[src/hw/pse_regs_pkg.sv]
// Constants and types shared by the port mode and address register block
package pse_regs_pkg;

  // ****************************************
  // Command codes and reset values
  // ****************************************
  localparam logic [7:0] CMD_STRAP_STATUS   = 8'h11;
  localparam logic [7:0] CMD_PORT_MODE      = 8'h12;
  localparam logic [7:0] CMD_DISC_ENABLE    = 8'h13;
  localparam logic [7:0] PORT_MODE_RESET    = 8'h00;
  localparam logic [3:0] DISC_ENABLE_RESET  = 4'h0;
  localparam logic [7:0] UNMAPPED_READ      = 8'h00;

  // ****************************************
  // Address layout
  // ****************************************
  localparam logic [1:0] ADDR_PREFIX        = 2'h1;
  localparam logic [6:0] BROADCAST_ADDR     = 7'h7F;
  localparam logic [1:0] STATUS_LOW_ZEROS   = 2'h0;

  // ****************************************
  // Port mode field
  // ****************************************
  localparam int         NUM_PORTS          = 4;
  localparam int         MODE_W             = 2;
  localparam logic [1:0] MODE_OFF           = 2'h0;
  localparam logic [1:0] MODE_MANUAL        = 2'h1;

  // ****************************************
  // Timing
  // ****************************************
  localparam int         CLK_HZ             = 100_000_000;
  localparam int         TICK_MS            = 1;
  localparam int         TICK_CYCLES        = CLK_HZ / 1000 * TICK_MS;
  localparam int         DISC_HOLD_MS       = 15;
  localparam int         DISC_TIMEOUT_MS    = 300;
  localparam logic [3:0] BYTE_BITS          = 4'h8;

  typedef enum logic [8:0] {
    ST_IDLE      = 9'h001,
    ST_ADDR      = 9'h002,
    ST_ADDR_ACK  = 9'h004,
    ST_CMD       = 9'h008,
    ST_CMD_ACK   = 9'h010,
    ST_WDATA     = 9'h020,
    ST_WDATA_ACK = 9'h040,
    ST_RDATA     = 9'h080,
    ST_RDATA_ACK = 9'h100
  } serial_state_type;

endpackage

[src/hw/pse_port_mode_regs.sv]
// Serial slave with port mode, disconnect enable and strap address registers
// Operation
// RQ1: Status bits 6-2 give strap slave address.
// RQ2: Always answer the all-ones broadcast address; the code answers it for writes only.
// RQ3: Lowest address bit fixed internally, not pin.
// RQ4: Mode register at command 12h, read/write.
// RQ5: Two bits per port: off, manual, semiauto.
// RQ6: Manual no auto steps; power only on command.
// RQ7: Off mode holds port events and faults cleared.
// RQ8: Off mode clears results, enables, power fault.
// RQ9: Entering off drops port-on and power-good.
// RQ10: Off-caused change sets the change events.
// RQ11: Disconnect enable at command 13h, read/write.
// RQ12: Address status at 11h, writes ignored.
// RQ13: Low current timeout turns port off, flags fault.
// RQ14: Reset puts every port in off mode.
module pse_port_mode_regs
  import pse_regs_pkg::*;
#(
  parameter logic       ADDR_LSB        = 1'b0,        // Internally fixed low address bit
  parameter int         MS_TICK_CYCLES  = TICK_CYCLES, // Clock cycles per millisecond tick
  parameter int         DISC_TIMEOUT    = DISC_TIMEOUT_MS
) (
  input  wire logic       clk,                          // System clock, 100 MHz
  input  wire logic       nrst,                         // Asynchronous reset, active low
  input  wire logic       scl_in,                       // Serial clock pin
  input  wire logic       sda_in,                       // Serial data pin level
  output logic            sda_out,                      // Serial data drive value
  output logic            sda_oe,                       // Serial data drive enable
  input  wire logic [3:0] address_strap_pins,           // Address strap pins
  input  wire logic [3:0] power_on_cmd,                 // Host power-on command per port
  input  wire logic [3:0] power_on_set,                 // Switch engine reports port on
  input  wire logic [3:0] power_off_set,                // Switch engine reports port off
  input  wire logic [3:0] power_good_set,               // Drain reached power good
  input  wire logic [3:0] current_low,                  // Sensed current under threshold
  input  wire logic [3:0] change_event_clear,           // Clear of both change events
  output logic      [7:0] port_mode,                    // Mode register contents
  output logic      [3:0] dc_drop_off_enable,           // Disconnect enable bits
  output logic      [3:0] off_hold,                     // Port in off mode, hold bits cleared
  output logic      [3:0] auto_cycle_en,                // Engines may detect and classify alone
  output logic      [3:0] power_on_req,                 // Request to switch port power on
  output logic      [3:0] disconnect_fault_flag,        // Disconnect fault set pulse
  output logic      [3:0] port_on_flag,                 // Port powered
  output logic      [3:0] power_good_flag,              // Port power good
  output logic      [3:0] port_on_change_event,         // Port-on state changed
  output logic      [3:0] power_good_change_event       // Power-good state changed
);

  // ****************************************
  // Pin synchronisers and edge detection
  // ****************************************
  logic [2:0] scl_sync_r;
  logic [2:0] sda_sync_r;
  logic [3:0] strap_s1_r;
  logic [3:0] strap_s2_r;
  logic       scl_rise;
  logic       scl_fall;
  logic       bus_start;
  logic       bus_stop;

  always_ff @(posedge clk or negedge nrst) begin
    if (!nrst) begin
      scl_sync_r <= 3'h7;
      sda_sync_r <= 3'h7;
      strap_s1_r <= 4'h0;
      strap_s2_r <= 4'h0;
    end else begin
      scl_sync_r <= {scl_sync_r[1:0], scl_in};
      sda_sync_r <= {sda_sync_r[1:0], sda_in};
      strap_s1_r <= address_strap_pins;
      strap_s2_r <= strap_s1_r;
    end
  end

  // Edges look only at the second and third stages
  assign scl_rise  = scl_sync_r[1] & ~scl_sync_r[2];
  assign scl_fall  = ~scl_sync_r[1] & scl_sync_r[2];
  assign bus_start = scl_sync_r[1] & scl_sync_r[2] & sda_sync_r[2] & ~sda_sync_r[1];
  assign bus_stop  = scl_sync_r[1] & scl_sync_r[2] & ~sda_sync_r[2] & sda_sync_r[1];

  // ****************************************
  // Address match and read data
  // ****************************************
  serial_state_type state_r;
  logic [7:0]       shift_r;
  logic [3:0]       bit_cnt_r;
  logic [7:0]       cmd_r;
  logic             master_ack_r;
  logic             sda_oe_r;
  logic             sda_out_r;
  logic [6:0]       own_addr;
  logic             addr_match;
  logic [7:0]       status_byte;
  logic [7:0]       rd_byte;
  logic             byte_done;
  logic             wr_fire;
  logic [7:0]       port_mode_r;
  logic [3:0]       disc_en_r;

  // RQ1: strap address field
  // RQ3: internal low bit
  assign own_addr    = {ADDR_PREFIX, strap_s2_r, ADDR_LSB};
  assign status_byte = {1'b0, strap_s2_r, ADDR_LSB, STATUS_LOW_ZEROS};
  // RQ2: broadcast match
  // Broadcast reads would collide between devices, so only writes answer there
  assign addr_match  = (shift_r[7:1] == own_addr) |
                       ((shift_r[7:1] == BROADCAST_ADDR) & ~shift_r[0]);
  assign byte_done   = scl_fall & (bit_cnt_r == BYTE_BITS);

  always_comb begin
    unique case (cmd_r)
      // RQ12: status read
      CMD_STRAP_STATUS: rd_byte = status_byte;
      CMD_PORT_MODE:    rd_byte = port_mode_r;
      CMD_DISC_ENABLE:  rd_byte = {4'h0, disc_en_r};
      default:          rd_byte = UNMAPPED_READ;
    endcase
  end

  // ****************************************
  // Serial slave sequencer
  // ****************************************
  always_ff @(posedge clk or negedge nrst) begin
    if (!nrst) begin
      state_r      <= ST_IDLE;
      shift_r      <= 8'h00;
      bit_cnt_r    <= 4'h0;
      cmd_r        <= 8'h00;
      master_ack_r <= 1'b0;
      sda_oe_r     <= 1'b0;
    end else if (bus_start) begin
      state_r   <= ST_ADDR;
      bit_cnt_r <= 4'h0;
      sda_oe_r  <= 1'b0;
    end else if (bus_stop) begin
      state_r  <= ST_IDLE;
      sda_oe_r <= 1'b0;
    end else begin
      unique case (state_r)
        ST_IDLE: begin
          sda_oe_r <= 1'b0;
        end
        ST_ADDR, ST_CMD, ST_WDATA: begin
          if (scl_rise && bit_cnt_r != BYTE_BITS) begin
            shift_r   <= {shift_r[6:0], sda_sync_r[1]};
            bit_cnt_r <= bit_cnt_r + 4'h1;
          end else if (byte_done) begin
            bit_cnt_r <= 4'h0;
            if (state_r == ST_ADDR) begin
              sda_oe_r <= addr_match;
              state_r  <= addr_match ? ST_ADDR_ACK : ST_IDLE;
            end else if (state_r == ST_CMD) begin
              cmd_r    <= shift_r;
              sda_oe_r <= 1'b1;
              state_r  <= ST_CMD_ACK;
            end else begin
              sda_oe_r <= 1'b1;
              state_r  <= ST_WDATA_ACK;
            end
          end
        end
        ST_ADDR_ACK: begin
          if (scl_fall) begin
            if (shift_r[0]) begin
              shift_r   <= {rd_byte[6:0], 1'b0};
              sda_oe_r  <= ~rd_byte[7];
              bit_cnt_r <= 4'h1;
              state_r   <= ST_RDATA;
            end else begin
              sda_oe_r <= 1'b0;
              state_r  <= ST_CMD;
            end
          end
        end
        ST_CMD_ACK, ST_WDATA_ACK: begin
          if (scl_fall) begin
            sda_oe_r <= 1'b0;
            state_r  <= ST_WDATA;
          end
        end
        ST_RDATA: begin
          if (scl_fall) begin
            if (bit_cnt_r == BYTE_BITS) begin
              sda_oe_r <= 1'b0;
              state_r  <= ST_RDATA_ACK;
            end else begin
              sda_oe_r  <= ~shift_r[7];
              shift_r   <= {shift_r[6:0], 1'b0};
              bit_cnt_r <= bit_cnt_r + 4'h1;
            end
          end
        end
        ST_RDATA_ACK: begin
          if (scl_rise) begin
            master_ack_r <= ~sda_sync_r[1];
          end else if (scl_fall) begin
            if (master_ack_r) begin
              shift_r   <= {rd_byte[6:0], 1'b0};
              sda_oe_r  <= ~rd_byte[7];
              bit_cnt_r <= 4'h1;
              state_r   <= ST_RDATA;
            end else begin
              state_r <= ST_IDLE;
            end
          end
        end
      endcase
    end
  end

  // Open drain: the pin is only ever pulled low
  always_ff @(posedge clk or negedge nrst) begin
    if (!nrst) begin
      sda_out_r <= 1'b0;
    end else begin
      sda_out_r <= 1'b0;
    end
  end

  // ****************************************
  // Writable registers
  // ****************************************
  assign wr_fire = (state_r == ST_WDATA) & byte_done;

  always_ff @(posedge clk or negedge nrst) begin
    if (!nrst) begin
      // RQ14: all ports start off
      port_mode_r <= PORT_MODE_RESET;
      disc_en_r   <= DISC_ENABLE_RESET;
    end else if (wr_fire) begin
      // RQ4: mode write
      if (cmd_r == CMD_PORT_MODE) begin
        port_mode_r <= shift_r;
      end
      // RQ11: disconnect enable write
      if (cmd_r == CMD_DISC_ENABLE) begin
        disc_en_r <= shift_r[3:0];
      end
    end
  end

  // ****************************************
  // Millisecond tick
  // ****************************************
  logic [31:0] tick_cnt_r;
  logic        tick_r;

  always_ff @(posedge clk or negedge nrst) begin
    if (!nrst) begin
      tick_cnt_r <= 32'h0;
      tick_r     <= 1'b0;
    end else if (tick_cnt_r == 32'(MS_TICK_CYCLES - 1)) begin
      tick_cnt_r <= 32'h0;
      tick_r     <= 1'b1;
    end else begin
      tick_cnt_r <= tick_cnt_r + 32'h1;
      tick_r     <= 1'b0;
    end
  end

  // ****************************************
  // Per-port mode, power state and disconnect
  // ****************************************
  logic [3:0] off_hold_r;
  logic [3:0] auto_en_r;
  logic [3:0] pwr_req_r;
  logic [3:0] disc_fault_r;
  logic [3:0] port_on_r;
  logic [3:0] pgood_r;
  logic [3:0] pon_chg_r;
  logic [3:0] pg_chg_r;

  for (genvar p = 0; p < NUM_PORTS; p++) begin : g_port
    logic [1:0]  mode;
    logic        is_off;
    logic        disc_trip;
    logic        on_nxt;
    logic        pg_nxt;
    logic [15:0] low_ms_r;
    logic [4:0]  high_ms_r;

    // RQ5: per-port mode pair
    assign mode      = port_mode_r[p*MODE_W +: MODE_W];
    assign is_off    = (mode == MODE_OFF);
    // RQ13: timeout after low current
    // Gated here too, so a one-tick timeout cannot trip a disabled or unpowered port
    assign disc_trip = tick_r & current_low[p] & disc_en_r[p] & port_on_r[p] & ~is_off &
                       (low_ms_r == 16'(DISC_TIMEOUT - 1));
    // RQ9: off mode or fault drops power
    assign on_nxt    = (is_off | disc_trip | power_off_set[p]) ? 1'b0 :
                       (power_on_set[p] ? 1'b1 : port_on_r[p]);
    assign pg_nxt    = ~on_nxt ? 1'b0 : (power_good_set[p] ? 1'b1 : pgood_r[p]);

    // RQ13: disconnect timer
    always_ff @(posedge clk or negedge nrst) begin
      if (!nrst) begin
        low_ms_r  <= 16'h0;
        high_ms_r <= 5'h0;
      end else if (is_off || !disc_en_r[p] || !port_on_r[p] || disc_trip) begin
        low_ms_r  <= 16'h0;
        high_ms_r <= 5'h0;
      end else if (tick_r) begin
        if (current_low[p]) begin
          low_ms_r  <= low_ms_r + 16'h1;
          high_ms_r <= 5'h0;
        end else if (high_ms_r == 5'(DISC_HOLD_MS - 1)) begin
          // Sustained load restarts the count; it never goes below zero
          low_ms_r  <= 16'h0;
          high_ms_r <= 5'h0;
        end else begin
          high_ms_r <= high_ms_r + 5'h1;
        end
      end
    end

    always_ff @(posedge clk or negedge nrst) begin
      if (!nrst) begin
        off_hold_r[p]   <= 1'b1;
        auto_en_r[p]    <= 1'b0;
        pwr_req_r[p]    <= 1'b0;
        disc_fault_r[p] <= 1'b0;
        port_on_r[p]    <= 1'b0;
        pgood_r[p]      <= 1'b0;
      end else begin
        // RQ7: hold events cleared
        // RQ8: clear results and enables
        off_hold_r[p]   <= is_off;
        // RQ6: no automatic steps in manual
        auto_en_r[p]    <= ~is_off & (mode != MODE_MANUAL);
        // RQ6: power only on host command
        pwr_req_r[p]    <= power_on_cmd[p] & ~is_off & ~port_on_r[p];
        disc_fault_r[p] <= disc_trip;
        port_on_r[p]    <= on_nxt;
        pgood_r[p]      <= pg_nxt;
      end
    end

    // RQ10: change events, set wins over clear
    always_ff @(posedge clk or negedge nrst) begin
      if (!nrst) begin
        pon_chg_r[p] <= 1'b0;
        pg_chg_r[p]  <= 1'b0;
      end else begin
        pon_chg_r[p] <= (on_nxt != port_on_r[p]) | (pon_chg_r[p] & ~change_event_clear[p]);
        pg_chg_r[p]  <= (pg_nxt != pgood_r[p]) | (pg_chg_r[p] & ~change_event_clear[p]);
      end
    end
  end

  // ****************************************
  // Outputs
  // ****************************************
  assign sda_out                 = sda_out_r;
  assign sda_oe                  = sda_oe_r;
  assign port_mode               = port_mode_r;
  assign dc_drop_off_enable      = disc_en_r;
  assign off_hold                = off_hold_r;
  assign auto_cycle_en           = auto_en_r;
  assign power_on_req            = pwr_req_r;
  assign disconnect_fault_flag   = disc_fault_r;
  assign port_on_flag            = port_on_r;
  assign power_good_flag         = pgood_r;
  assign port_on_change_event    = pon_chg_r;
  assign power_good_change_event = pg_chg_r;

endmodule

[config.mk]
export PLATFORM = sky130hd
export DESIGN_NAME = pse_port_mode_regs
export DESIGN_NICKNAME = d
export VERILOG_FILES = /design/src/hw/pse_regs_pkg.sv /design/src/hw/pse_port_mode_regs.sv
export SDC_FILE = /design/constraint.sdc
export NUM_CORES = 1
export LEC_CHECK = 0
export BUFFER_PORTS_ARGS = -buffer_cell sky130_fd_sc_hd__buf_2
export CAP_MARGIN = 10
export CORE_UTILIZATION = 55
export DETAILED_ROUTE_END_ITERATION = 6
export GPL_TIMING_DRIVEN = 1
export PLACE_DENSITY = 0.81
export SKIP_LAST_GASP = 1
export SYNTH_ARGS = -nofsm -noshare
export SYNTH_HDL_FRONTEND = slang
export SYNTH_SLANG_ARGS = --single-unit
[constraint.sdc]
create_clock -name clk -period 2.09 [get_ports clk]
set_input_delay 0.1045 -clock clk [delete_from_list [all_inputs] [get_ports clk]]
set_output_delay 0.1045 -clock clk [all_outputs]
set_load 0.02 [all_outputs]
==> impl_metrics.toml <==
[floorplan]
rows = 49
dieArea_um2 = 19120
die_h_um = 138.3
die_w_um = 138.3
ios = 78
fp.coreArea_um2 = 18090
initial_utilization_pct = 56.46

[yosys]
syn-cell-area_um2 = 10210
ys_warn_count = 0
yosysUniqueCellTypes = 76
ys_seq_area_share_pct = 50.61
synth.avg_cell_area_um2 = 9.848
synth-edff-count = 0
synth_nets = 1084
synth_top_area_share_pct = 47.78
yosysTopAreaCell = "dfrtp_1"
synth_flop_cell = "dfrtp_1"
syn_inst = 1037
async_reset_ff_share_pct = 100.0
ys_ff_latch = 206
ys_top_cells_by_area = "dfrtp_1, o21ai_0, nand2_1"

[status]
status = "complete, but fails checks"
violations = "design-rule violations, negative setup slack"

[finish]
layout-drive-gt1-share_pct = 25.92
fin_util_pct = 71.02
antennaDiodeCount = 0
final_cell_mix = "dfrtp_1, buf_4, nand2_1, nor2_1, o21ai_0"
mostFrequentLayoutCell = "dfrtp_1"
fin_cells = 1483
syn_to_final_growth_pct = 25.78
nets = 1286

[global_route]
grt_pass1_wl_um = 41830
grt-ovfl-total = 0
track_usage_pct = 26.61
grt_pass1_vias = 8549
antenna_found_initial = 0
grt_max_degree = 122

[routing]
met3WireLength_um = 1355
routedWlPerCell_um = 17.18
wl_met2_um = 12360
routed_wl_um = 25480
vias_per_cell = 5.904
top_layer = "met4"
firstDrtPassIters = 7
m1WireLength_um = 10950
drc_errors = 18
drtIter0Drc = 755
ant_nets = 0
vias = 8755

[placed_design]
dp_slack_ps = -143.6
dp.cells = 1402
io_buffers = 76
post-dp-hpwl_um = 16680
routabilityCongestion = 0.8901

[timing]
fmax_mhz = 469.1
worst_slack_ps = -41.81
min_period_over_period_pct = 102.0
worst_pin_slew_ps = 668.3
skew_ps = 14.71
setup_viol = 2
timing.hold.ws_ps = 6.797
period_minus_slack_ps = 2132
rsz0062_at_grt = "true"
slew_headroom_pct = 55.45
finalHoldViolations = 0
maxSlewViolCount = 0

[hold_path]
min_from = "power_on_set[3]"
hp-class = "in2reg"

[clock_network]
cts_tree = "done"
cts-htree-levels = 1
clockRootBuffer = "clkbuf_16"
cts.path.max_buffers = 3
clkTransAtPathRegs_ps = 60
cts_sinks = 206
numCtsBuffers = 23
clk_latency_ps = 520

[setup_path]
path_class = "reg2reg"
crit_family = "simple AND/OR/NAND/NOR gates"
cp_num_buf_inv = 2
crit_top_cell = "buf_4"
crit_start = "state_r[0]"
cp_data_required_time_ps = 2530
crit_fanout = 8
path_cells = "nor4_4 > buf_4 > buf_4 > and4_4 > o21ai_4 > o211ai_4 > or4_4 > a21oi_2"
slowest_stage = "dfstp_2"
critPathMaxStageDelay_ps = 580
critPathLaunchType = "flip-flop"
cp.arrival_ps = 2570
reg2reg_slack_ps = -40
end_kind = "flip-flop"
r2r_start = "state_r[0]"

[power]
power_density_nw_per_um2 = 723.1
ir_drop_mv = 0.5330
power.total_mw = 9.288
p_leak_nw = 5.864

[flow_run]
drv_cap = 0
## worst register-to-register path, delay by kind of cell, from the launching register on
family          cells  cell delay (ps)
compound gates      3              400
buf+inv             2              300
flops               1              580
simple gates        3              780
## flip-flops by register name (all words and copies together), names as in the netlist, 8 cells and up
register	cells
g_port.low_ms_r	64
tick_cnt_r	32
g_port.high_ms_r	20
state_r	9
cmd_r	8
port_mode	8
shift_r	8
## final timing paths
kind / cells after the start / to
max: 8 / state_r[5]
min: 4 / port_on_flag[3]
max reg2reg: 8 / state_r[5]
min reg2reg: 0 / strap_s2_r[0]
max in group asynchronous: 3 / state_r[4]
min in group asynchronous: 3 / g_port[3].low_ms_r[7]
## cell families after synthesis
group,count (synthesis),synth area share (%)
AOI/OAI and AO/OA,243,15.29
xor gates and xnor gates,56,4.803
adders and majority gates,15,1.838
buffers and inverters,69,2.806
DFF,206,50.61
muxes,33,3.590
other,1,0.03672
and+or+nand+nor,414,21.02
## Yosys cell counts (all sizes together) (3+ instances only)
cell type	n
dfrtp	195
nand2	109
o21ai	102
nor2	90
nand3	44
a21oi	34
xnor2	34
inv	31
mux2	29
o31ai	29
and3	27
nor3	24
xor2	22
clkbuf	21
nand4	20
buf	17
nor4	17
a31oi	16
ha	15
nor2b	14
nand2b	13
nor3b	12
dfstp	11
o2111ai	10
a21o	9
and2	7
o41ai	7
nor4b	6
or3	6
o211ai	5
or2	5
or4	5
a221o	4
a22oi	4
mux2i	4
nand3b	4
a31o	3
a41o	3
a41oi	3
and4	3
## where the power goes
| group | internal (mW) | switching [mW] | total, mW |
|---|---|---|---|
| sequential | 4.09 | 0.161 | 4.25 |
| clock | 2.33 | 1.63 | 3.96 |
| combinational | 0.546 | 0.533 | 1.08 |
## routing by layer
layer	vias to the layer above	global-route usage, %
li1	4155	-
met1	4272	34.93
met2	258	44.25
met3	70	4.468
met4	0	10.76
met5	-	0
## stage by stage
step | setup TNS [ps] | cell area, µm²
after floorplan | 0 | 10210
after global placement | -165.2 | 11480
after detailed placement | -1517 | 11480
after CTS | -71.03 | 12610
after global routing | -1431 | 12840
final | -59.80 | 12840
## repair_timing
action	4_1_cts	5_1_grt
endpoints found under the hold margin	222	0
setup buffers	7	9
hold buffers	24	0
pin swaps	9	11
gates cloned	1	1
endpoints found under the setup margin	37	84
gates resized for setup	20	50
## area by class of cell
type,instances,area [µm²]
sequential,206,5177
fill,1240,5241
multi-input combinational,762,5007
timing repair buffer,215,1523
inverter,31,116.4
clock inverter,13,123.9
clock buffer,27,610.6
tap,229,286.5
Power figures use the tool's default switching activity.
